**config.mk**
```make
export PLATFORM = sky130hd
export DESIGN_NAME = xyb_top
export DESIGN_NICKNAME = d
export VERILOG_FILES = /design/src/verilog/xyb_fifo.v /design/src/verilog/xyb_coord_reg.v /design/src/verilog/xyb_top.v
export VERILOG_INCLUDE_DIRS = /design/src /design/src/shared
export SDC_FILE = /design/constraint.sdc
export NUM_CORES = 1
export LEC_CHECK = 0
export ABC_AREA = 1
export BUFFER_PORTS_ARGS = -buffer_cell sky130_fd_sc_hd__clkbuf_2
export CAP_MARGIN = 10
export CORE_UTILIZATION = 55
export CTS_CLUSTER_SIZE = 8
export DETAILED_ROUTE_END_ITERATION = 8
export GPL_ROUTABILITY_DRIVEN = 0
export PLACE_DENSITY = 0.74
export REMOVE_ABC_BUFFERS = 1
export SLEW_MARGIN = 15
export SYNTH_ARGS = -nofsm -noshare
export SYNTH_HDL_FRONTEND = slang
export SYNTH_SLANG_ARGS = --single-unit
```
**constraint.sdc**
```tcl
create_clock -name MCLK_IN -period 8.71 [get_ports MCLK_IN]
set_clock_uncertainty 0.2 [all_clocks]
set_input_delay 0.4355 -clock MCLK_IN [delete_from_list [all_inputs] [get_ports MCLK_IN]]
set_output_delay 0.4355 -clock MCLK_IN [all_outputs]
set_load 0.05 [all_outputs]
```
**src/shared/xyb_map.vh**
```
// Constants for the XY coordinate buffer: field positions, flag bits,
// reset values and timing counts.
// Assumes it is included by bare name from every design file that needs it.
`ifndef XYB_MAP_VH
`define XYB_MAP_VH

// =====================================================================
// Host word layout
// =====================================================================
`define XYB_WORD_W 36
`define XYB_COORD_W 10
`define XYB_X_LSB 0
`define XYB_Y_LSB 18
`define XYB_MSB_IDX 9

// =====================================================================
// Coordinate FIFO shape
// =====================================================================
`define XYB_FIFO_W 20
`define XYB_FIFO_DEPTH 16
`define XYB_FIFO_AW 4

// =====================================================================
// Control flag positions in the condition words
// =====================================================================
`define XYB_FLAG_W 4
`define XYB_FLAG_READY 0
`define XYB_FLAG_X_ONLY 1
`define XYB_FLAG_Y_ONLY 2
`define XYB_FLAG_BUSY 3

// =====================================================================
// Reset values
// =====================================================================
`define XYB_RST_READY 1'b1
`define XYB_RST_X_ONLY 1'b0
`define XYB_RST_Y_ONLY 1'b0
`define XYB_RST_BUSY 1'b0

// =====================================================================
// Timing
// =====================================================================
`define XYB_CLK_PERIOD_NS 8
`define XYB_SETTLE_NS 3000
`define XYB_SETTLE_CYC ((`XYB_SETTLE_NS + `XYB_CLK_PERIOD_NS - 1) / `XYB_CLK_PERIOD_NS)
`define XYB_CNT_W 9

`endif

```
**src/verilog/xyb_fifo.v**
```verilog
// Synchronous FIFO for coordinate pairs with valid/ready on both sides.
// Assumes one clock and an asynchronous active-high reset.
`timescale 1ns/1ps
`default_nettype none

module xyb_fifo #(
    parameter W = 20,
    parameter DEPTH = 16,
    parameter AW = 4
) (
    input wire clk_in,              // System clock
    input wire rst_in,              // Async reset, active high
    input wire in_valid_in,         // Writer offers a word
    output wire in_ready_out,       // Space available
    input wire [W-1:0] in_data_in,  // Word to store
    output wire out_valid_out,      // Word available
    input wire out_ready_in,        // Reader takes the word
    output wire [W-1:0] out_data_out // Oldest word
);

    // =================================================================
    // Storage and pointers
    // =================================================================
    reg [W-1:0] mem [0:DEPTH-1];    // Word storage
    reg [AW:0] wr_ptr_ff;           // Write pointer with wrap bit
    reg [AW:0] rd_ptr_ff;           // Read pointer with wrap bit
    wire full;                      // Wrap bits differ, addresses match
    wire empty;                     // Pointers equal
    wire do_wr;                     // Accepted write
    wire do_rd;                     // Accepted read

    assign full = (wr_ptr_ff[AW] != rd_ptr_ff[AW]) &&
                  (wr_ptr_ff[AW-1:0] == rd_ptr_ff[AW-1:0]);
    assign empty = (wr_ptr_ff == rd_ptr_ff);
    assign in_ready_out = ~full;
    assign out_valid_out = ~empty;
    assign do_wr = in_valid_in & ~full;
    assign do_rd = out_ready_in & ~empty;
    assign out_data_out = mem[rd_ptr_ff[AW-1:0]];

    // =================================================================
    // Array write; no reset so it maps onto plain memory
    // =================================================================
    always @(posedge clk_in) begin
        if (do_wr) begin
            mem[wr_ptr_ff[AW-1:0]] <= in_data_in;
        end
    end

    // =================================================================
    // Pointer update
    // =================================================================
    always @(posedge clk_in or posedge rst_in) begin
        if (rst_in) begin
            wr_ptr_ff <= {(AW+1){1'b0}};
            rd_ptr_ff <= {(AW+1){1'b0}};
        end else begin
            if (do_wr) begin
                wr_ptr_ff <= wr_ptr_ff + 1'b1;
            end
            if (do_rd) begin
                rd_ptr_ff <= rd_ptr_ff + 1'b1;
            end
        end
    end

endmodule
`default_nettype wire

```
**src/verilog/xyb_coord_reg.v**
```verilog
// One ten-stage coordinate buffer: clear to zero, then set-only load.
// Assumes the sequencer never raises clear and set in the same cycle.
`timescale 1ns/1ps
`default_nettype none
`include "xyb_map.vh"

module xyb_coord_reg (
    input wire clk_in,                       // System clock
    input wire rst_in,                       // Async reset, active high
    input wire clear_in,                     // Force all stages to zero
    input wire set_in,                       // OR the data into the stages
    input wire [`XYB_COORD_W-1:0] data_in,   // Bits from the host word
    output reg [`XYB_COORD_W-1:0] coord_out  // Held coordinate level
);

    // =================================================================
    // Stage update
    // =================================================================
    // Set only raises bits; stale ones would survive without a clear
    always @(posedge clk_in or posedge rst_in) begin
        if (rst_in) begin
            coord_out <= {`XYB_COORD_W{1'b0}};
        end else if (clear_in) begin
            coord_out <= {`XYB_COORD_W{1'b0}};
        end else if (set_in) begin
            coord_out <= coord_out | data_in;
        end
    end

endmodule
`default_nettype wire

```
**src/verilog/xyb_top.v**
```verilog
// Top of the XY coordinate buffer: host word path, control flags,
// sequencing logic and the coordinate levels to the point display.
// Assumes host command strobes come from logic on MCLK_IN; the display
// done pulse arrives from a pin and is synchronised here.
`timescale 1ns/1ps
`default_nettype none
`include "xyb_map.vh"

module xyb_top (
    input wire MCLK_IN,                          // 125 MHz system clock
    input wire RST_IN,                           // Async reset, active high
    input wire HOST_WORD_VALID_IN,               // Host word-out command
    input wire [`XYB_WORD_W-1:0] HOST_WORD_IN,   // Host data word
    output wire HOST_WORD_READY_OUT,             // FIFO can take a word
    input wire HOST_COND_OUT_IN,                 // Condition-out strobe
    input wire [`XYB_FLAG_W-1:0] HOST_COND_DATA_IN, // Flags to set
    input wire HOST_COND_IN_IN,                  // Condition-in strobe
    output reg [`XYB_FLAG_W-1:0] HOST_STATUS_OUT, // Sampled flags
    input wire DISP_DONE_IN,                     // Display done pulse, async
    output reg LOAD_DISPLAY_OUT,                 // Load display pulse
    output wire [`XYB_COORD_W-1:0] X_COORD_OUT,  // Horizontal level
    output wire [`XYB_COORD_W-1:0] Y_COORD_OUT   // Vertical level
);

    // =================================================================
    // Sequencer states
    // =================================================================
    localparam [2:0] ST_IDLE = 3'b000;   // Waiting for word and ready
    localparam [2:0] ST_CLEAR = 3'b001;  // Clear pulses issued
    localparam [2:0] ST_SET = 3'b010;    // Set pulses issued
    localparam [2:0] ST_SETTLE = 3'b011; // Levels settling at display
    localparam [2:0] ST_LOAD = 3'b100;   // Waiting for display idle

    localparam integer SETTLE_LAST_I = `XYB_SETTLE_CYC - 1;  // Full-width settle count
    localparam [`XYB_CNT_W-1:0] SETTLE_LAST = SETTLE_LAST_I[`XYB_CNT_W-1:0];

    // =================================================================
    // Declarations
    // =================================================================
    reg [2:0] state_ff;                  // Sequencer state
    reg [2:0] nxt_state;                 // Next sequencer state
    reg [`XYB_CNT_W-1:0] cnt_ff;         // Settle down-counter
    reg [`XYB_CNT_W-1:0] nxt_cnt;        // Next counter value
    reg [`XYB_FIFO_W-1:0] word_ff;       // Pair being loaded
    reg [`XYB_FIFO_W-1:0] nxt_word;      // Next held pair
    reg ready_ff;                        // Interface ready flag
    reg x_only_ff;                       // X-exclusive flag
    reg y_only_ff;                       // Y-exclusive flag
    reg busy_ff;                         // Display busy flag
    reg done_s1_ff;                      // Sync stage one
    reg done_s2_ff;                      // Sync stage two
    reg done_s3_ff;                      // Edge detect history
    reg take_word;                       // Pop FIFO this cycle
    reg clr_pulse;                       // Clear both buffers
    reg set_pulse;                       // Set both buffers
    reg ldp_pulse;                       // Load display this cycle
    wire done_pulse;                     // Display finished a point
    wire fifo_valid;                     // FIFO holds a pair
    wire [`XYB_FIFO_W-1:0] fifo_data;    // Oldest pair
    wire [`XYB_FIFO_W-1:0] host_pair;    // Pair cut from host word
    wire clr_x;                          // Gated X clear
    wire clr_y;                          // Gated Y clear
    wire set_x;                          // Gated X set
    wire set_y;                          // Gated Y set
    wire [`XYB_COORD_W-1:0] x_q;         // X stages, true sense
    wire [`XYB_COORD_W-1:0] y_q;         // Y stages, true sense

    // =================================================================
    // Host word path
    // =================================================================
    // Only the coordinate bits are kept, cutting the FIFO width from 36 to 20 bits
    assign host_pair = {
        HOST_WORD_IN[`XYB_Y_LSB +: `XYB_COORD_W],
        HOST_WORD_IN[`XYB_X_LSB +: `XYB_COORD_W]
    };

    // Sixteen queued pairs absorb host bursts; ready stalls the host
    xyb_fifo #(
        .W(`XYB_FIFO_W),
        .DEPTH(`XYB_FIFO_DEPTH),
        .AW(`XYB_FIFO_AW)
    ) u_fifo (
        .clk_in(MCLK_IN),
        .rst_in(RST_IN),
        .in_valid_in(HOST_WORD_VALID_IN),
        .in_ready_out(HOST_WORD_READY_OUT),
        .in_data_in(host_pair),
        .out_valid_out(fifo_valid),
        .out_ready_in(take_word),
        .out_data_out(fifo_data)
    );

    // =================================================================
    // Display done synchroniser
    // =================================================================
    // Stage one feeds stage two only; edges are taken after that
    always @(posedge MCLK_IN or posedge RST_IN) begin
        if (RST_IN) begin
            done_s1_ff <= 1'b0;
            done_s2_ff <= 1'b0;
            done_s3_ff <= 1'b0;
        end else begin
            done_s1_ff <= DISP_DONE_IN;
            done_s2_ff <= done_s1_ff;
            done_s3_ff <= done_s2_ff;
        end
    end

    assign done_pulse = done_s2_ff & ~done_s3_ff;

    // =================================================================
    // Sequencing logic
    // =================================================================
    always @* begin
        nxt_state = state_ff;
        nxt_cnt = cnt_ff;
        nxt_word = word_ff;
        take_word = 1'b0;
        clr_pulse = 1'b0;
        set_pulse = 1'b0;
        ldp_pulse = 1'b0;
        case (state_ff)
            ST_IDLE: begin
                // A word is taken only while the interface is ready
                if (fifo_valid && ready_ff) begin
                    take_word = 1'b1;
                    nxt_word = fifo_data;
                    nxt_state = ST_CLEAR;
                end
            end
            ST_CLEAR: begin
                // Clear first so no old bit survives the set
                clr_pulse = 1'b1;
                nxt_state = ST_SET;
            end
            ST_SET: begin
                set_pulse = 1'b1;
                nxt_cnt = SETTLE_LAST;
                nxt_state = ST_SETTLE;
            end
            ST_SETTLE: begin
                // Hold levels steady before the display reads them
                if (cnt_ff == {`XYB_CNT_W{1'b0}}) begin
                    nxt_state = ST_LOAD;
                end else begin
                    nxt_cnt = cnt_ff - 1'b1;
                end
            end
            ST_LOAD: begin
                // The display keeps plotting the old point meanwhile
                if (!busy_ff) begin
                    ldp_pulse = 1'b1;
                    nxt_state = ST_IDLE;
                end
            end
            default: begin
                nxt_state = ST_IDLE;
            end
        endcase
    end

    // Sequencer registers
    always @(posedge MCLK_IN or posedge RST_IN) begin
        if (RST_IN) begin
            state_ff <= ST_IDLE;
            cnt_ff <= {`XYB_CNT_W{1'b0}};
            word_ff <= {`XYB_FIFO_W{1'b0}};
            LOAD_DISPLAY_OUT <= 1'b0;
        end else begin
            state_ff <= nxt_state;
            cnt_ff <= nxt_cnt;
            word_ff <= nxt_word;
            LOAD_DISPLAY_OUT <= ldp_pulse;
        end
    end

    // =================================================================
    // Pulse gating by the exclusive flags
    // =================================================================
    // Y-only freezes X, X-only freezes Y
    assign clr_x = clr_pulse & ~y_only_ff;
    assign set_x = set_pulse & ~y_only_ff;
    assign clr_y = clr_pulse & ~x_only_ff;
    assign set_y = set_pulse & ~x_only_ff;

    // =================================================================
    // Coordinate buffers
    // =================================================================
    // X buffer, from the right half of the host word
    xyb_coord_reg u_x_buf (
        .clk_in(MCLK_IN),
        .rst_in(RST_IN),
        .clear_in(clr_x),
        .set_in(set_x),
        .data_in(word_ff[`XYB_COORD_W-1:0]),
        .coord_out(x_q)
    );

    // Y buffer, from the left half of the host word
    xyb_coord_reg u_y_buf (
        .clk_in(MCLK_IN),
        .rst_in(RST_IN),
        .clear_in(clr_y),
        .set_in(set_y),
        .data_in(word_ff[`XYB_FIFO_W-1:`XYB_COORD_W]),
        .coord_out(y_q)
    );

    // =================================================================
    // Display levels
    // =================================================================
    // The display reads its top stage in the opposite sense
    assign X_COORD_OUT = {~x_q[`XYB_MSB_IDX], x_q[`XYB_MSB_IDX-1:0]};
    assign Y_COORD_OUT = {~y_q[`XYB_MSB_IDX], y_q[`XYB_MSB_IDX-1:0]};

    // =================================================================
    // Control flags
    // =================================================================
    // Condition-out clears every flag and sets the settable ones.
    // Hardware sets win over a clear in the same cycle so no event is lost.
    always @(posedge MCLK_IN or posedge RST_IN) begin
        if (RST_IN) begin
            ready_ff <= `XYB_RST_READY;
            x_only_ff <= `XYB_RST_X_ONLY;
            y_only_ff <= `XYB_RST_Y_ONLY;
            busy_ff <= `XYB_RST_BUSY;
        end else begin
            // Ready: set by load pulse, cleared by word take, loaded from the flag word by cond-out
            if (ldp_pulse) begin
                ready_ff <= 1'b1;
            end else if (take_word) begin
                ready_ff <= 1'b0;
            end else if (HOST_COND_OUT_IN) begin
                ready_ff <= HOST_COND_DATA_IN[`XYB_FLAG_READY];
            end
            // Exclusive flags change only by host command
            if (HOST_COND_OUT_IN) begin
                x_only_ff <= HOST_COND_DATA_IN[`XYB_FLAG_X_ONLY];
                y_only_ff <= HOST_COND_DATA_IN[`XYB_FLAG_Y_ONLY];
            end
            // Busy cannot be set by the host, only cleared
            if (ldp_pulse) begin
                busy_ff <= 1'b1;
            end else if (done_pulse || HOST_COND_OUT_IN) begin
                busy_ff <= 1'b0;
            end
        end
    end

    // =================================================================
    // Condition-in sampling
    // =================================================================
    // Status holds its value until the next condition-in strobe
    always @(posedge MCLK_IN or posedge RST_IN) begin
        if (RST_IN) begin
            HOST_STATUS_OUT <= {`XYB_FLAG_W{1'b0}};
        end else if (HOST_COND_IN_IN) begin
            HOST_STATUS_OUT[`XYB_FLAG_READY] <= ready_ff;
            HOST_STATUS_OUT[`XYB_FLAG_X_ONLY] <= x_only_ff;
            HOST_STATUS_OUT[`XYB_FLAG_Y_ONLY] <= y_only_ff;
            HOST_STATUS_OUT[`XYB_FLAG_BUSY] <= busy_ff;
        end
    end

endmodule
`default_nettype wire

```
== Word level (Yosys, flattened, before mapping) ==
Memories as Yosys holds them, arrays and structs flattened. A register that Yosys moved wholly into a read port is not among the register bits.
Cells that the tools add are included.

* Add/sub/neg operators: 3
* Equality and inequality tests: 11
* Mux-type cells: 23
* Bitwise logic cells: 16
* Reduce and logical (&&, ||, !) cells: 13

{| class="wikitable"
|+ Operators by type and width
! kind !! number
|-
| two-way mux 10 bit || 4
|-
| bitwise OR 10 bit || 2
|-
| one-hot mux 9 bit (2 select lines) || 1
|-
| one-hot mux 3 bit (5 select lines) || 1
|-
| two-way mux 1 bit || 13
|-
| adder 5 x 1 -> 5 bit, second input constant || 2
|-
| zero test 9 bit || 1
|-
| two-way mux 3 bit || 3
|-
| two-way mux 9 bit || 1
|-
| subtractor 9 x 1 -> 9 bit, second input constant || 1
|-
| inequality test 2 bit, second input constant || 4
|-
| nonzero test 2 bit || 4
|-
| bitwise AND 1 bit || 7
|-
| NOT 1 bit || 7
|-
| equality test 3 x 2 -> 1 bit, second input constant || 2
|-
| equality test 5 bit || 1
|-
| equality test 4 bit || 1
|-
| AND reduction 2 bit || 2
|-
| equality test 3 x 1 -> 1 bit, second input constant || 1
|-
| equality test 3 bit, second input constant || 1
|-
| zero test 3 bit || 1
|-
| AND reduction 3 bit || 1
|-
| nonzero test 3 bit || 1
|-
| logical AND 1 bit || 2
|-
| other kinds (2) || 2
|}

* Register bits after elaboration: 54
* RAM bits: 320
* Word-level logic and storage cells: 82
* Memories kept: 1

{| class="wikitable"
|+ Memory list
! memory !! depth !! width !! rd ports !! clocked after memory_dff !! wr ports !! line !! text
|-
| u_fifo.mem || 16 || 20 || 1 || 1 || 1 || xyb_fifo.v:24 || <nowiki>reg [W-1:0] mem [0:DEPTH-1];</nowiki>
|}

== Longest topological paths before layout ==
Gate-level depths: netlist of run 1.

* Word-level depth: 7
* Gate-level depth with buffers: 13
* Gate-level depth less buffers: 10

== Cells and area by module ==
Synthesis of run 1 repeated with hierarchy kept, for this count alone.

* Cell total of the unflattened synthesis: 1,528
* Area, all modules: 16,387.0 um^2

{| class="wikitable"
|+ By module, submodules not included
! module !! times used !! cells each !! area an instance (um^2)
|-
| xyb_fifo || 1 || 1,213 || 13,608.1
|-
| xyb_top || 1 || 229 || 1,913.1
|-
| xyb_coord_reg || 2 || 43 || 432.9
|}

== Least setup slack after synthesis of run 1 ==
No wires, ideal clock.

* Kind: flip-flop to flip-flop
* Start: register u_fifo.rd_ptr_ff[0]
* End: memory u_fifo.mem[12][0] (enable)
* Setup time: 0.422 ns
* Data arrival time: 2.758 ns
* Slack: 5.330 ns
* Stages on the path, launching flop included: 11
* Buffers on the path: 3
* Period minus slack after synthesis: 3.380 ns
* Path through: dfrtp_1 > buf_4 > inv_4 > buf_6 > nand2_2 > nand2_2 > nor2_4 > nand3b_4 > nand2_4 > buf_2 > nor3_1

* Cells in the longest elaborated chain, start to end: 6

{| class="wikitable"
|+ Ends and longest elaborated chain
! item !! line !! text
|-
| start, declared || xyb_fifo.v:26 || <nowiki>reg [AW:0] rd_ptr_ff;</nowiki>
|-
| start signal, assigned || xyb_fifo.v:56 || <nowiki>rd_ptr_ff <= {(AW+1){1'b0}};</nowiki>
|-
| start signal, assigned || xyb_fifo.v:62 || <nowiki>rd_ptr_ff <= rd_ptr_ff + 1'b1;</nowiki>
|-
| equality test 4 bit || xyb_fifo.v:33 || <nowiki>(wr_ptr_ff[AW-1:0] == rd_ptr_ff[AW-1:0]);</nowiki>
|-
| logical AND 1 bit || xyb_fifo.v:32 || <nowiki>assign full = (wr_ptr_ff[AW] != rd_ptr_ff[AW]) &&</nowiki>
|-
| NOT 1 bit || n/a ||
|-
| named net HOST_WORD_READY_OUT || xyb_top.v:14 || <nowiki>output wire HOST_WORD_READY_OUT,</nowiki>
|-
| bitwise AND 1 bit || xyb_fifo.v:37 || <nowiki>assign do_wr = in_valid_in & ~full;</nowiki>
|-
| two-way mux 1 bit || xyb_fifo.v:45 || <nowiki>if (do_wr) begin</nowiki>
|-
| two-way mux 1 bit (implied by the code) || xyb_fifo.v:46 || <nowiki>mem[wr_ptr_ff[AW-1:0]] <= in_data_in;</nowiki>
|-
| end, declared || xyb_fifo.v:24 ||
|}

The timed path passes the listed nets, and every way through them passes these cells.

== Final worst setup path of run 1 ==
* Start: register u_fifo.rd_ptr_ff[1]
* End: output HOST_WORD_READY_OUT

* Cells in the longest elaborated chain, start to end: 3

{| class="wikitable"
|+ Ends and longest elaborated chain
! item !! line !! text
|-
| equality test 4 bit || xyb_fifo.v:33 ||
|-
| logical AND 1 bit || xyb_fifo.v:32 ||
|-
| NOT 1 bit || xyb_fifo.v:35 || <nowiki>assign in_ready_out = ~full;</nowiki>
|-
| end, declared || xyb_top.v:14 ||
|}

Every way passes these cells.

==> metrics.txt, run 1 <==
# TYPE chip_impl_metric gauge
chip_impl_metric{name="required",unit="ns"} 8.07
chip_impl_metric{name="post_route_cells_drive_above_1_share",unit="%"} 11.3
chip_impl_metric{name="htreeDepth",unit=""} 2
chip_impl_metric{name="timing.final.crit_share",unit="%"} 39.9
chip_impl_metric{name="syn_avg_cell_area",unit="µm²"} 11.1
chip_impl_metric{name="fmaxAchievable",unit="GHz"} 0.288
chip_impl_metric{name="yosys_register_bits",unit=""} 394
chip_impl_metric{name="io_buffers",unit=""} 54
chip_impl_info{name="tritoncts",value="yes"} 1
chip_impl_metric{name="fp.coreArea",unit="µm²"} 28800
chip_impl_metric{name="finalCriticalPeriod",unit="ns"} 3.47
chip_impl_metric{name="post_synth_instance_area",unit="µm²"} 16200
chip_impl_metric{name="die_y",unit="µm"} 173
chip_impl_metric{name="post-dp-hpwl",unit="µm"} 18100
chip_impl_metric{name="num-fill-cells",unit=""} 2106
chip_impl_metric{name="place_worst_setup_slack",unit="ns"} 5.47
chip_impl_metric{name="grt.total_usage",unit="%"} 23.9
chip_impl_metric{name="power_leakage",unit="nW"} 6.86
chip_impl_metric{name="synth.distinct_cells",unit=""} 35
chip_impl_info{name="startpoint_type",value="register"} 1
chip_impl_metric{name="cellPowerDensity",unit="nW/µm²"} 248
chip_impl_metric{name="detail_route.vias_per_cell",unit=""} 5.46
chip_impl_info{name="worst_setup_path_end_kind",value="output pin"} 1
chip_impl_metric{name="route.antenna.remaining_nets",unit=""} 0
chip_impl_metric{name="worstPathArrival",unit="ns"} 2.84
chip_impl_info{name="hold_class",value="input pin to register"} 1
chip_impl_metric{name="post_cts_setup_driven_buffer_insertion_count",unit=""} 0
chip_impl_metric{name="routed_wl",unit="µm"} 35300
chip_impl_metric{name="cp_max_fo",unit=""} 72
chip_impl_metric{name="timing.final.max_slew_violations",unit=""} 0
chip_impl_metric{name="die_w",unit="µm"} 173
chip_impl_metric{name="slew-limit-headroom",unit="%"} 21.1
chip_impl_metric{name="n_antenna_cell",unit=""} 0
chip_impl_metric{name="design.die.area",unit="µm²"} 30100
chip_impl_info{name="cts.root.buffer_cell",value="clkbuf_16"} 1
chip_impl_metric{name="finalHoldViolations",unit=""} 0
chip_impl_metric{name="max-clock-path-buffers",unit=""} 3
chip_impl_metric{name="drc",unit=""} 0
chip_impl_metric{name="worst-slew-pin-transition",unit="ns"} 1.18
chip_impl_metric{name="floorplan.io_pins",unit=""} 72
chip_impl_metric{name="grt_start_max_net_pins",unit=""} 99
chip_impl_metric{name="finalSetupViolations",unit=""} 0
chip_impl_metric{name="finish.net_count",unit=""} 1561
chip_impl_metric{name="worstSkewPairLatency",unit="ns"} 0.57
chip_impl_metric{name="place_area",unit="µm²"} 16700
chip_impl_metric{name="firstDrtPassIters",unit=""} 5
chip_impl_metric{name="grt_remaining_overflow",unit=""} 0
chip_impl_metric{name="max-vdd-ir-drop",unit="mV"} 0.159
chip_impl_metric{name="cts_inserted_buffers",unit=""} 55
chip_impl_info{name="path_class",value="register to output pin"} 1
chip_impl_metric{name="routedWlPerCell",unit="µm"} 18.2
chip_impl_metric{name="cap_viol_max_count",unit=""} 0
chip_impl_metric{name="worst_setup_hold_path_clk_slew",unit="ns"} 0.05
chip_impl_metric{name="yosys_warnings",unit=""} 0
chip_impl_metric{name="syn_inst",unit=""} 1450
chip_impl_metric{name="wire_length_of_the_first_global_routing_pass",unit="µm"} 55100
chip_impl_metric{name="ys_seq_area_share",unit="%"} 70.9
chip_impl_info{name="status",value="completed"} 1
chip_impl_metric{name="setup_ws",unit="ns"} 5.24
chip_impl_metric{name="start_util",unit="%"} 56.2
chip_impl_metric{name="first_global_vias",unit=""} 10100
chip_impl_metric{name="fp-row-count",unit=""} 62
chip_impl_metric{name="initial_antenna_violation_count",unit=""} 0
chip_impl_metric{name="setup_tns",unit="ns"} 0
chip_impl_info{name="layout.cells.most_common_list",value="320 x nor2_1, 320 x edfxtp_1, 258 x nand2_1"} 1
chip_impl_metric{name="clock-sinks",unit=""} 394
chip_impl_metric{name="detailroute.via_count",unit=""} 10600
chip_impl_info{name="grt_setup_unrepaired",value="false"} 1
chip_impl_metric{name="detail_route.iter0.violations",unit=""} 1005
chip_impl_metric{name="finish.instance_area",unit="µm²"} 18500
chip_impl_metric{name="signed_area_change_from_the_synthesized_netlist_to_the_final_layout",unit="%"} 14.1
[metrics by stage]
| stage | hold slack (ns) | instances | power [mW] | util (%) |
|---|---|---|---|---|
| 6_report | 0.0419 | 1939 | 4.57 | 64.1 |
| 2_1_floorplan | 0.131 | 1363 | 2.49 | - |
| 3_5_place_dp | 0.149 | 1826 | 2.64 | 58.1 |
| 5_1_grt | 0.0635 | 1939 | 4.72 | 64.1 |
| 4_1_cts | 0.00119 | 1939 | 4.60 | 64.1 |
| 3_3_place_gp | 0.134 | 1826 | 2.63 | 58.1 |
[final cells by class]
type | count | area [µm²] | area share [%]
Clock buffer | 100 | 1570 | 8.49
Clock inverter | 3 | 57.6 | 0.312
Inverter | 70 | 268 | 1.45
Multi-Input combinational cell | 899 | 4050 | 22.0
Timing Repair Buffer | 89 | 558 | 3.02
Tap cell | 384 | 480 | 2.60
Sequential cell | 394 | 11500 | 62.2
[flip-flops by register name, indices dropped and copies added, names as in the netlist, 3 cells and up]
register / cells
u_x_buf.coord_out: 10
u_fifo.rd_ptr_ff: 5
state_ff: 3
u_y_buf.coord_out: 10
u_fifo.wr_ptr_ff: 5
HOST_STATUS_OUT: 4
cnt_ff: 9
word_ff: 20
u_fifo.mem: 320
[what timing repair did]
item,CTS,global route
gates resized for setup,0,0
hold endpoints to repair,82,0
hold buffers,10,0
[worst paths after layout]
path	slack (ns)	depth (start not counted)	startpoint	to
worst max-delay path	5.24	7	u_fifo.rd_ptr_ff[1]	HOST_WORD_READY_OUT
worst min-delay path	0.04	5	HOST_COND_DATA_IN[0]	ready_ff
worst max register to register	5.43	12	u_fifo.rd_ptr_ff[0]	word_ff[15]
worst min register to register	0.16	0	done_s1_ff	done_s2_ff
max in group asynchronous	7.11	4	RST_IN	u_fifo.rd_ptr_ff[1]
min in group asynchronous	0.51	4	RST_IN	u_y_buf.coord_out[6]
[metal layers]
metal  up-vias  share of wire [%]  global-route usage, %
li1       5026                  -                      -
met1      5081                 42                   33.2
met2       402                 48                   38.9
met3        70                7.0                   3.51
met4         0                2.4                   8.55
met5         -                  0                      0
[synth_stat cells]
cell / count / area, µm²
a21oi_2: 1 / 8.76
nor2_4: 1 / 11.3
nor2_1: 322 / 1210
nor4_1: 1 / 6.26
dfrtp_1: 73 / 1830
o21bai_1: 2 / 15.0
o31ai_1: 1 / 7.51
ha_1: 6 / 75.1
a21oi_1: 27 / 135
nand3_1: 52 / 260
buf_4: 22 / 165
nand2_1: 258 / 968
buf_6: 3 / 33.8
buf_2: 24 / 120
inv_4: 2 / 12.5
o211ai_1: 20 / 150
edfxtp_1: 320 / 9610
nand3b_4: 1 / 20.0
nand2_2: 3 / 18.8
nand4_1: 2 / 12.5
nor3_1: 16 / 80.1
inv_2: 2 / 7.51
o21ai_0: 167 / 836
nand2_4: 1 / 11.3
xor2_1: 7 / 61.3
buf_1: 5 / 18.8
xnor2_1: 2 / 17.5
nand3_2: 1 / 10.0
clkbuf_1: 33 / 124
a31oi_1: 1 / 6.26
inv_1: 66 / 248
nor2_2: 4 / 25.0
nand3_4: 1 / 17.5
dfstp_2: 1 / 26.3
or2_0: 2 / 12.5
[cell families (layout without fill, tap and decap cells)]
group                      count (synthesis)  after routing  share of synthesized area [%]
buffers and inverters                    157            262                           4.51
DFF                                      394            394                           70.9
and+or+nand+nor                          665            665                           16.5
adders and majority gates                  6              6                          0.464
xor gates and xnor gates                   9              9                          0.488
AOI/OAI and AO/OA                        219            219                           7.17
[where the power goes]
part	leakage (nW)	total, mW	switching, mW	internal (mW)
registers	3.78	2.26	0.0467	2.21
clock network	0.763	1.96	0.752	1.20
logic	2.32	0.357	0.274	0.0822
[worst max-delay path, stage by stage, from the launching register on]
cell and delay (ns):
dfrtp_4 0.69, buf_4 0.74, inv_2 0.07, nand2_1 0.08, nand2_1 0.08, nor2_4 0.15
nand3b_4 0.11, clkbuf_2 0.26
(Power assumes the default switching activity.)
==> run 2, diff against run 1 <==
--- a/config.mk
+++ b/config.mk
@@ -6,14 +6,14 @@
 export SDC_FILE = /design/constraint.sdc
 export NUM_CORES = 1
 export LEC_CHECK = 0
-export ABC_AREA = 1
+export ABC_AREA = 0
 export BUFFER_PORTS_ARGS = -buffer_cell sky130_fd_sc_hd__clkbuf_2
 export CAP_MARGIN = 10
 export CORE_UTILIZATION = 55
 export CTS_CLUSTER_SIZE = 8
 export DETAILED_ROUTE_END_ITERATION = 8
 export GPL_ROUTABILITY_DRIVEN = 0
-export PLACE_DENSITY = 0.74
+export PLACE_DENSITY = 0.77
 export REMOVE_ABC_BUFFERS = 1
 export SLEW_MARGIN = 15
 export SYNTH_ARGS = -nofsm -noshare
==> constraint.sdc (replaced) <==
create_clock -name MCLK_IN -period 3.1 [get_ports MCLK_IN]
set_clock_uncertainty 0.2 [all_clocks]
set_input_delay 0.155 -clock MCLK_IN [delete_from_list [all_inputs] [get_ports MCLK_IN]]
set_output_delay 0.155 -clock MCLK_IN [all_outputs]
set_load 0.05 [all_outputs]
==> metrics.txt, run 2 <==
# TYPE chip_impl_metric gauge
chip_impl_metric{name="minimum_hold_slack",unit="ns"} 0.0228
chip_impl_metric{name="syn_avg_cell_area",unit="µm²"} 18.1
chip_impl_metric{name="finalCoreUtilization",unit="%"} 66.5
chip_impl_metric{name="io_buffers",unit=""} 54
chip_impl_metric{name="worstSkewPairLatency",unit="ns"} 0.59
chip_impl_info{name="tritoncts",value="yes"} 1
chip_impl_metric{name="die_y",unit="µm"} 169
chip_impl_metric{name="required",unit="ns"} 3.15
chip_impl_metric{name="ys_seq_area_share",unit="%"} 74.8
chip_impl_info{name="layout.cells.most_common_list",value="320 x edfxtp_1, 71 x dfrtp_1, 60 x mux4_2"} 1
chip_impl_metric{name="floorplan.io_pins",unit=""} 72
chip_impl_metric{name="internal-power",unit="mW"} 11.9
chip_impl_metric{name="power_leakage",unit="nW"} 6.21
chip_impl_metric{name="grt_remaining_overflow",unit=""} 0
chip_impl_info{name="startpoint_type",value="register"} 1
chip_impl_info{name="yosysMostFrequentCell",value="edfxtp_1"} 1
chip_impl_metric{name="signed_area_change_from_the_synthesized_netlist_to_the_final_layout",unit="%"} 17.8
chip_impl_metric{name="synth_enable_flop_cells",unit=""} 320
chip_impl_metric{name="timing.final.max_slew_violations",unit=""} 0
chip_impl_metric{name="num-fill-cells",unit=""} 1727
chip_impl_metric{name="cts_inserted_buffers",unit=""} 55
chip_impl_info{name="hold_class",value="input pin to asynchronous set/reset pin"} 1
chip_impl_metric{name="grt.total_usage",unit="%"} 23.3
chip_impl_metric{name="pwr-share-clk",unit="%"} 31.2
chip_impl_metric{name="finalSetupViolations",unit=""} 0
chip_impl_metric{name="async_reset_ff_share",unit="%"} 18.8
chip_impl_metric{name="start_util",unit="%"} 56.5
chip_impl_info{name="status",value="completed"} 1
chip_impl_info{name="synthTopCellsByCount",value="320 x edfxtp_1, 73 x dfrtp_1, 61 x nor2_1, 60 x mux4_2, 42 x a21oi_1"} 1
chip_impl_metric{name="detail_route.vias_per_cell",unit=""} 5.94
chip_impl_metric{name="n_antenna_cell",unit=""} 0
chip_impl_metric{name="routed_wl",unit="µm"} 32000
chip_impl_metric{name="detailroute.via_count",unit=""} 8257
chip_impl_metric{name="post_route_cells_drive_above_1_share",unit="%"} 26.6
chip_impl_metric{name="worstPathArrival",unit="ns"} 2.82
chip_impl_metric{name="worst-r2r-setup-slack",unit="ns"} 0.34
chip_impl_info{name="cts.root.buffer_cell",value="clkbuf_16"} 1
chip_impl_metric{name="max-clock-path-buffers",unit=""} 3
chip_impl_metric{name="routedWlPerCell",unit="µm"} 23.0
chip_impl_metric{name="largest_register_ff_count",unit=""} 320
chip_impl_metric{name="cp_max_fo",unit=""} 17
chip_impl_metric{name="cellPowerDensity",unit="nW/µm²"} 973
chip_impl_info{name="path_class",value="register to register"} 1
chip_impl_metric{name="cts-resized-gates",unit=""} 0
chip_impl_metric{name="power.net_switching",unit="mW"} 5.69
chip_impl_metric{name="initial_antenna_violation_count",unit=""} 0
chip_impl_metric{name="yosys_warnings",unit=""} 0
chip_impl_metric{name="cap_viol_max_count",unit=""} 0
chip_impl_metric{name="finish.net_count",unit=""} 1025
chip_impl_metric{name="grt_start_max_net_pins",unit=""} 124
chip_impl_metric{name="clock-sinks",unit=""} 394
chip_impl_metric{name="power.sequential.fraction",unit="%"} 40.1
chip_impl_info{name="worst_setup_path_end_kind",value="register"} 1
chip_impl_metric{name="wire_length_of_the_first_global_routing_pass",unit="µm"} 48900
chip_impl_metric{name="htreeDepth",unit=""} 2
chip_impl_metric{name="switching_share",unit="%"} 32.4
chip_impl_metric{name="die_w",unit="µm"} 169
chip_impl_metric{name="synth_top_area_share",unit="%"} 62.7
chip_impl_metric{name="fmaxAchievable",unit="GHz"} 0.362
chip_impl_metric{name="worst_setup_hold_path_clk_slew",unit="ns"} 0.05
chip_impl_metric{name="post_synth_instance_area",unit="µm²"} 15300
chip_impl_metric{name="post-dp-hpwl",unit="µm"} 18200
chip_impl_metric{name="place.detailed.instances",unit=""} 1257
chip_impl_info{name="r2r-start",value="u_fifo.wr_ptr_ff[2]"} 1
chip_impl_metric{name="fp.coreArea",unit="µm²"} 27100
chip_impl_metric{name="detail_route.iter0.violations",unit=""} 795
chip_impl_info{name="ys_dominant_reg_cell",value="edfxtp_1"} 1
chip_impl_metric{name="finalHoldViolations",unit=""} 0
chip_impl_metric{name="synth.distinct_cells",unit=""} 46
chip_impl_metric{name="worstRegToRegCells",unit=""} 6
chip_impl_info{name="r2r_end",value="u_fifo.mem[13][1]"} 1
chip_impl_info{name="yosysTopAreaCell",value="edfxtp_1"} 1
chip_impl_info{name="most_common_cell_after_layout_fill_and_taps_aside",value="edfxtp_1"} 1
chip_impl_metric{name="syn_inst",unit=""} 847
chip_impl_metric{name="stdcell_count",unit=""} 1391
chip_impl_metric{name="worst-slew-pin-transition",unit="ns"} 0.912
chip_impl_metric{name="share_comb_of_total_power",unit="%"} 28.7
chip_impl_metric{name="design.die.area",unit="µm²"} 28500
chip_impl_info{name="synth_area_leaders",value="edfxtp_1 63%, dfrtp_1 12%, mux4_2 8.8%"} 1
chip_impl_metric{name="finalCriticalPeriod",unit="ns"} 2.76
chip_impl_metric{name="slew-limit-headroom",unit="%"} 39.2
chip_impl_metric{name="first_global_vias",unit=""} 8453
chip_impl_metric{name="timing.final.crit_share",unit="%"} 89.2
chip_impl_metric{name="cts_hold_buffers",unit=""} 31
chip_impl_metric{name="route.antenna.remaining_nets",unit=""} 0
chip_impl_metric{name="fp-row-count",unit=""} 60
chip_impl_metric{name="yosys_register_bits",unit=""} 394
chip_impl_info{name="grt_setup_unrepaired",value="false"} 1
chip_impl_metric{name="drc",unit=""} 0
chip_impl_metric{name="post_cts_setup_driven_buffer_insertion_count",unit=""} 0
chip_impl_metric{name="max-vdd-ir-drop",unit="mV"} 0.705
chip_impl_metric{name="firstDrtPassIters",unit=""} 5
-- run 2: cell count changes in the layout (fill, tap and decap cells not counted), sizes merged, moves of 22 or more --
cell / delta
o21ai: -162
mux2: +27
mux4: +60
nand2: -247
nor2: -266
nor2b: +22
nand3: -52
inv: -61
-- run 2: metrics by stage --
step / setup TNS, ns / power, mW / area (µm²) / worst slack (ns)
after CTS: 0 / 17.7 / 18000 / 0.326
after global routing: 0 / 18.3 / 18000 / 0.121
after detailed placement: 0 / 12.1 / 16100 / 0.361
final: 0 / 17.6 / 18000 / 0.336
after global placement: 0 / 12.0 / 16100 / 0.482
after floorplan: -680.03 / 10.6 / 14900 / -2.47
-- run 2: critical path, stage by stage, from the launching register on --
cell and delay (ns):
dfrtp_1 0.64, xnor2_1 0.17, and4_1 0.24, a21boi_2 0.37, nand2_1 0.26, nor2_2 0.34, buf_12 0.24
-- run 2: cell families after synthesis --
kind of cell,count (synthesis),synth area share [%]
adder cells (fa/ha/maj),6,0.490
buffers and inverters,72,2.67
XOR/XNOR,17,0.972
AO/OA/AOI/OAI,116,5.27
AND/OR/NAND/NOR,154,4.88
flip-flops,394,74.8
multiplexers,88,10.9
-- run 2: area by class of cell --
cell class                 instances  area (µm²)  share of cell area [%]
multi-input combinational        381        3490                    19.4
clock inverter                     3        58.8                   0.326
clock buffer                     100        1550                    8.57
sequential                       394       11500                    63.6
tap                              372         465                    2.58
timing repair buffer             131         963                    5.34
inverter                          10        38.8                   0.215
-- run 2: worst max path at each step --
stage | start | endpoint | slack (ns) | cells after the start
after global placement | u_fifo.wr_ptr_ff[2] | u_fifo.mem[2][12] | 0.48 | 6
after global routing | u_fifo.wr_ptr_ff[2] | u_fifo.mem[0][1] | 0.12 | 6
after floorplan | u_fifo.rd_ptr_ff[2] | u_fifo.mem[3][0] | -2.47 | 5
after detailed placement | u_fifo.wr_ptr_ff[2] | u_fifo.mem[0][14] | 0.36 | 6
after CTS | u_fifo.wr_ptr_ff[2] | u_fifo.mem[0][0] | 0.33 | 6
final | u_fifo.wr_ptr_ff[2] | u_fifo.mem[13][1] | 0.34 | 6
-- run 2: power by group through the flow --
stage	clock [mW]	sequential [mW]	combinational, mW
CTS	5.55	7.04	5.07
global route	5.77	7.12	5.43
global placement	0	7.08	4.88
finish	5.48	7.04	5.04
floorplan	0	7.86	2.74
detailed placement	0	7.12	4.98
-- run 2: metal layers --
metal  track usage, %  wire [µm]
met1             32.1      13600
met3             4.00       1920
met4             9.45        889
met2             37.5      15600
met5                0          0
==> run 3, diff against run 2 <==
--- a/config.mk
+++ b/config.mk
@@ -9,6 +9,7 @@
 export ABC_AREA = 0
 export BUFFER_PORTS_ARGS = -buffer_cell sky130_fd_sc_hd__clkbuf_2
 export CAP_MARGIN = 10
+export CORE_ASPECT_RATIO = 1.1
 export CORE_UTILIZATION = 55
 export CTS_CLUSTER_SIZE = 8
 export DETAILED_ROUTE_END_ITERATION = 8
==> metrics.txt, run 3 (synthesis results as in run 2) <==
# TYPE chip_impl_metric gauge
chip_impl_metric{name="crit_buf_inv",unit=""} 1
chip_impl_metric{name="largest_register_ff_count",unit=""} 320
chip_impl_metric{name="route.antenna.remaining_nets",unit=""} 0
chip_impl_metric{name="critPathMaxStageDelay",unit="ns"} 0.61
chip_impl_metric{name="finalSetupViolations",unit=""} 0
chip_impl_metric{name="cp_max_fo",unit=""} 10
chip_impl_metric{name="routed_wl",unit="µm"} 33400
chip_impl_metric{name="fmaxAchievable",unit="GHz"} 0.373
chip_impl_metric{name="routedWlPerCell",unit="µm"} 24.1
chip_impl_info{name="layout.cells.most_common_list",value="320 x edfxtp_1, 71 x dfrtp_1, 60 x mux4_2"} 1
chip_impl_metric{name="power_leakage",unit="nW"} 6.26
chip_impl_metric{name="drc",unit=""} 0
chip_impl_metric{name="die_w",unit="µm"} 161
chip_impl_metric{name="switching_share",unit="%"} 32.4
chip_impl_metric{name="signed_area_change_from_the_synthesized_netlist_to_the_final_layout",unit="%"} 18.3
chip_impl_info{name="startpoint_type",value="register"} 1
chip_impl_metric{name="timing.final.max_slew_violations",unit=""} 0
chip_impl_metric{name="worst_setup_hold_path_clk_slew",unit="ns"} 0.05
chip_impl_metric{name="cts_hold_buffers",unit=""} 31
chip_impl_metric{name="floorplan.io_pins",unit=""} 72
chip_impl_metric{name="timing.final.crit_share",unit="%"} 86.4
chip_impl_metric{name="firstDrtPassIters",unit=""} 5
chip_impl_metric{name="required",unit="ns"} 3.17
chip_impl_metric{name="post_route_cells_drive_above_1_share",unit="%"} 27.3
chip_impl_info{name="cts.root.buffer_cell",value="clkbuf_16"} 1
chip_impl_metric{name="fp-row-count",unit=""} 63
chip_impl_metric{name="detailroute.via_count",unit=""} 8342
chip_impl_metric{name="power.sequential.fraction",unit="%"} 39.8
chip_impl_metric{name="wire_length_of_the_first_global_routing_pass",unit="µm"} 50600
chip_impl_metric{name="n_antenna_cell",unit=""} 0
chip_impl_metric{name="cellPowerDensity",unit="nW/µm²"} 973
chip_impl_info{name="worst_setup_path_end_kind",value="register"} 1
chip_impl_metric{name="place.detailed.instances",unit=""} 1250
chip_impl_info{name="hold_class",value="input pin to asynchronous set/reset pin"} 1
chip_impl_info{name="crit_path_top_delay_cell",value="dfrtp_1"} 1
chip_impl_metric{name="finalCriticalPeriod",unit="ns"} 2.68
chip_impl_metric{name="grt_remaining_overflow",unit=""} 0
chip_impl_metric{name="grt.total_usage",unit="%"} 24.4
chip_impl_info{name="status",value="completed"} 1
chip_impl_metric{name="internal-power",unit="mW"} 11.9
chip_impl_info{name="most_common_cell_after_layout_fill_and_taps_aside",value="edfxtp_1"} 1
chip_impl_metric{name="stdcell_count",unit=""} 1385
chip_impl_info{name="tritoncts",value="yes"} 1
chip_impl_metric{name="htreeDepth",unit=""} 2
chip_impl_metric{name="finalHoldViolations",unit=""} 0
chip_impl_metric{name="cts_inserted_buffers",unit=""} 55
chip_impl_metric{name="first_global_vias",unit=""} 8657
chip_impl_metric{name="design.die.area",unit="µm²"} 28500
chip_impl_metric{name="slew-limit-headroom",unit="%"} 36.0
chip_impl_metric{name="grt_start_max_net_pins",unit=""} 124
chip_impl_metric{name="finish.net_count",unit=""} 1033
chip_impl_metric{name="cts-resized-gates",unit=""} 0
chip_impl_metric{name="worst-slew-pin-transition",unit="ns"} 0.961
chip_impl_info{name="critPathTopFamily",value="simple AND/OR/NAND/NOR gates"} 1
chip_impl_metric{name="clock-sinks",unit=""} 394
chip_impl_metric{name="cap_viol_max_count",unit=""} 0
chip_impl_info{name="path_class",value="register to register"} 1
chip_impl_metric{name="start_util",unit="%"} 56.3
chip_impl_metric{name="io_buffers",unit=""} 54
chip_impl_metric{name="detail_route.iter0.violations",unit=""} 862
chip_impl_metric{name="worstSkewPairLatency",unit="ns"} 0.57
chip_impl_metric{name="die_y",unit="µm"} 177
chip_impl_info{name="grt_setup_unrepaired",value="false"} 1
chip_impl_metric{name="fp.coreArea",unit="µm²"} 27200
chip_impl_metric{name="minimum_hold_slack",unit="ns"} 0.00897
chip_impl_metric{name="max-vdd-ir-drop",unit="mV"} 0.728
chip_impl_info{name="crit_path_cell_trace",value="xnor2_1, and4_1, a21boi_2, nand2_1, nor2_2, buf_4"} 1
chip_impl_metric{name="pwr-share-clk",unit="%"} 31.0
chip_impl_metric{name="initial_antenna_violation_count",unit=""} 0
chip_impl_metric{name="share_comb_of_total_power",unit="%"} 29.2
chip_impl_metric{name="max-clock-path-buffers",unit=""} 3
chip_impl_metric{name="power.net_switching",unit="mW"} 5.71
chip_impl_metric{name="detail_route.vias_per_cell",unit=""} 6.02
chip_impl_metric{name="worstPathArrival",unit="ns"} 2.75
chip_impl_metric{name="post_cts_setup_driven_buffer_insertion_count",unit=""} 0
chip_impl_metric{name="post-dp-hpwl",unit="µm"} 19300
==> run 3: per-stage QoR <==
step | setup slack (ns) | area (µm²) | total power [mW] | utilization [%] | TNS [ns]
6_report | 0.422 | 18100 | 17.6 | 66.6 | 0
5_1_grt | 0.320 | 18100 | 18.4 | 66.6 | 0
4_1_cts | 0.460 | 18100 | 17.7 | 66.6 | 0
3_5_place_dp | 0.487 | 16200 | 12.2 | 59.6 | 0
3_3_place_gp | 0.538 | 16200 | 12.0 | 59.6 | 0
2_1_floorplan | -2.47 | 14900 | 10.6 | - | -680.03
==> run 3: path summary, 6_finish.rpt <==
kind                                          start           endpoint  slack [ns]  depth (start not counted)
worst max-delay path            u_fifo.wr_ptr_ff[3]  u_fifo.mem[5][16]        0.42                          6
worst min-delay path                         RST_IN         done_s3_ff       0.009                          3
worst max register to register  u_fifo.wr_ptr_ff[3]  u_fifo.mem[5][16]        0.42                          6
worst min register to register           done_s1_ff         done_s2_ff        0.16                          0
max in group asynchronous                    RST_IN        word_ff[19]        1.95                          4
min in group MCLK_IN                   DISP_DONE_IN         done_s1_ff        0.07                          2
==> run 3: routing by layer <==
metal / routed length, µm / track usage [%]
met4: 1010 / 9.08
met3: 2440 / 4.69
met1: 13300 / 32.6
met5: 0 / 0
met2: 16600 / 40.1
==> run 3: cell type report <==
cell class / instances / area, µm²
timing repair buffer: 139 / 1060
inverter: 10 / 38.8
clock buffer: 100 / 1550
sequential: 394 / 11500
fill: 1759 / 9070
clock inverter: 4 / 62.6
multi-input combinational: 381 / 3500
tap: 357 / 447
==> run 3: power by group through the flow <==
stage / clock, mW / combinational (mW) / sequential (mW)
2_1_floorplan: 0 / 2.74 / 7.86
3_3_place_gp: 0 / 4.96 / 7.04
3_5_place_dp: 0 / 5.08 / 7.08
4_1_cts: 5.52 / 5.19 / 7.00
5_1_grt: 5.74 / 5.55 / 7.07
6_report: 5.46 / 5.15 / 7.01
==> run 3: tightest hold or removal path, cell delays in order <==
cell and delay (ns):
dlygate4sd3_1 0.53, clkbuf_2 0.11, clkinv_2 0.44
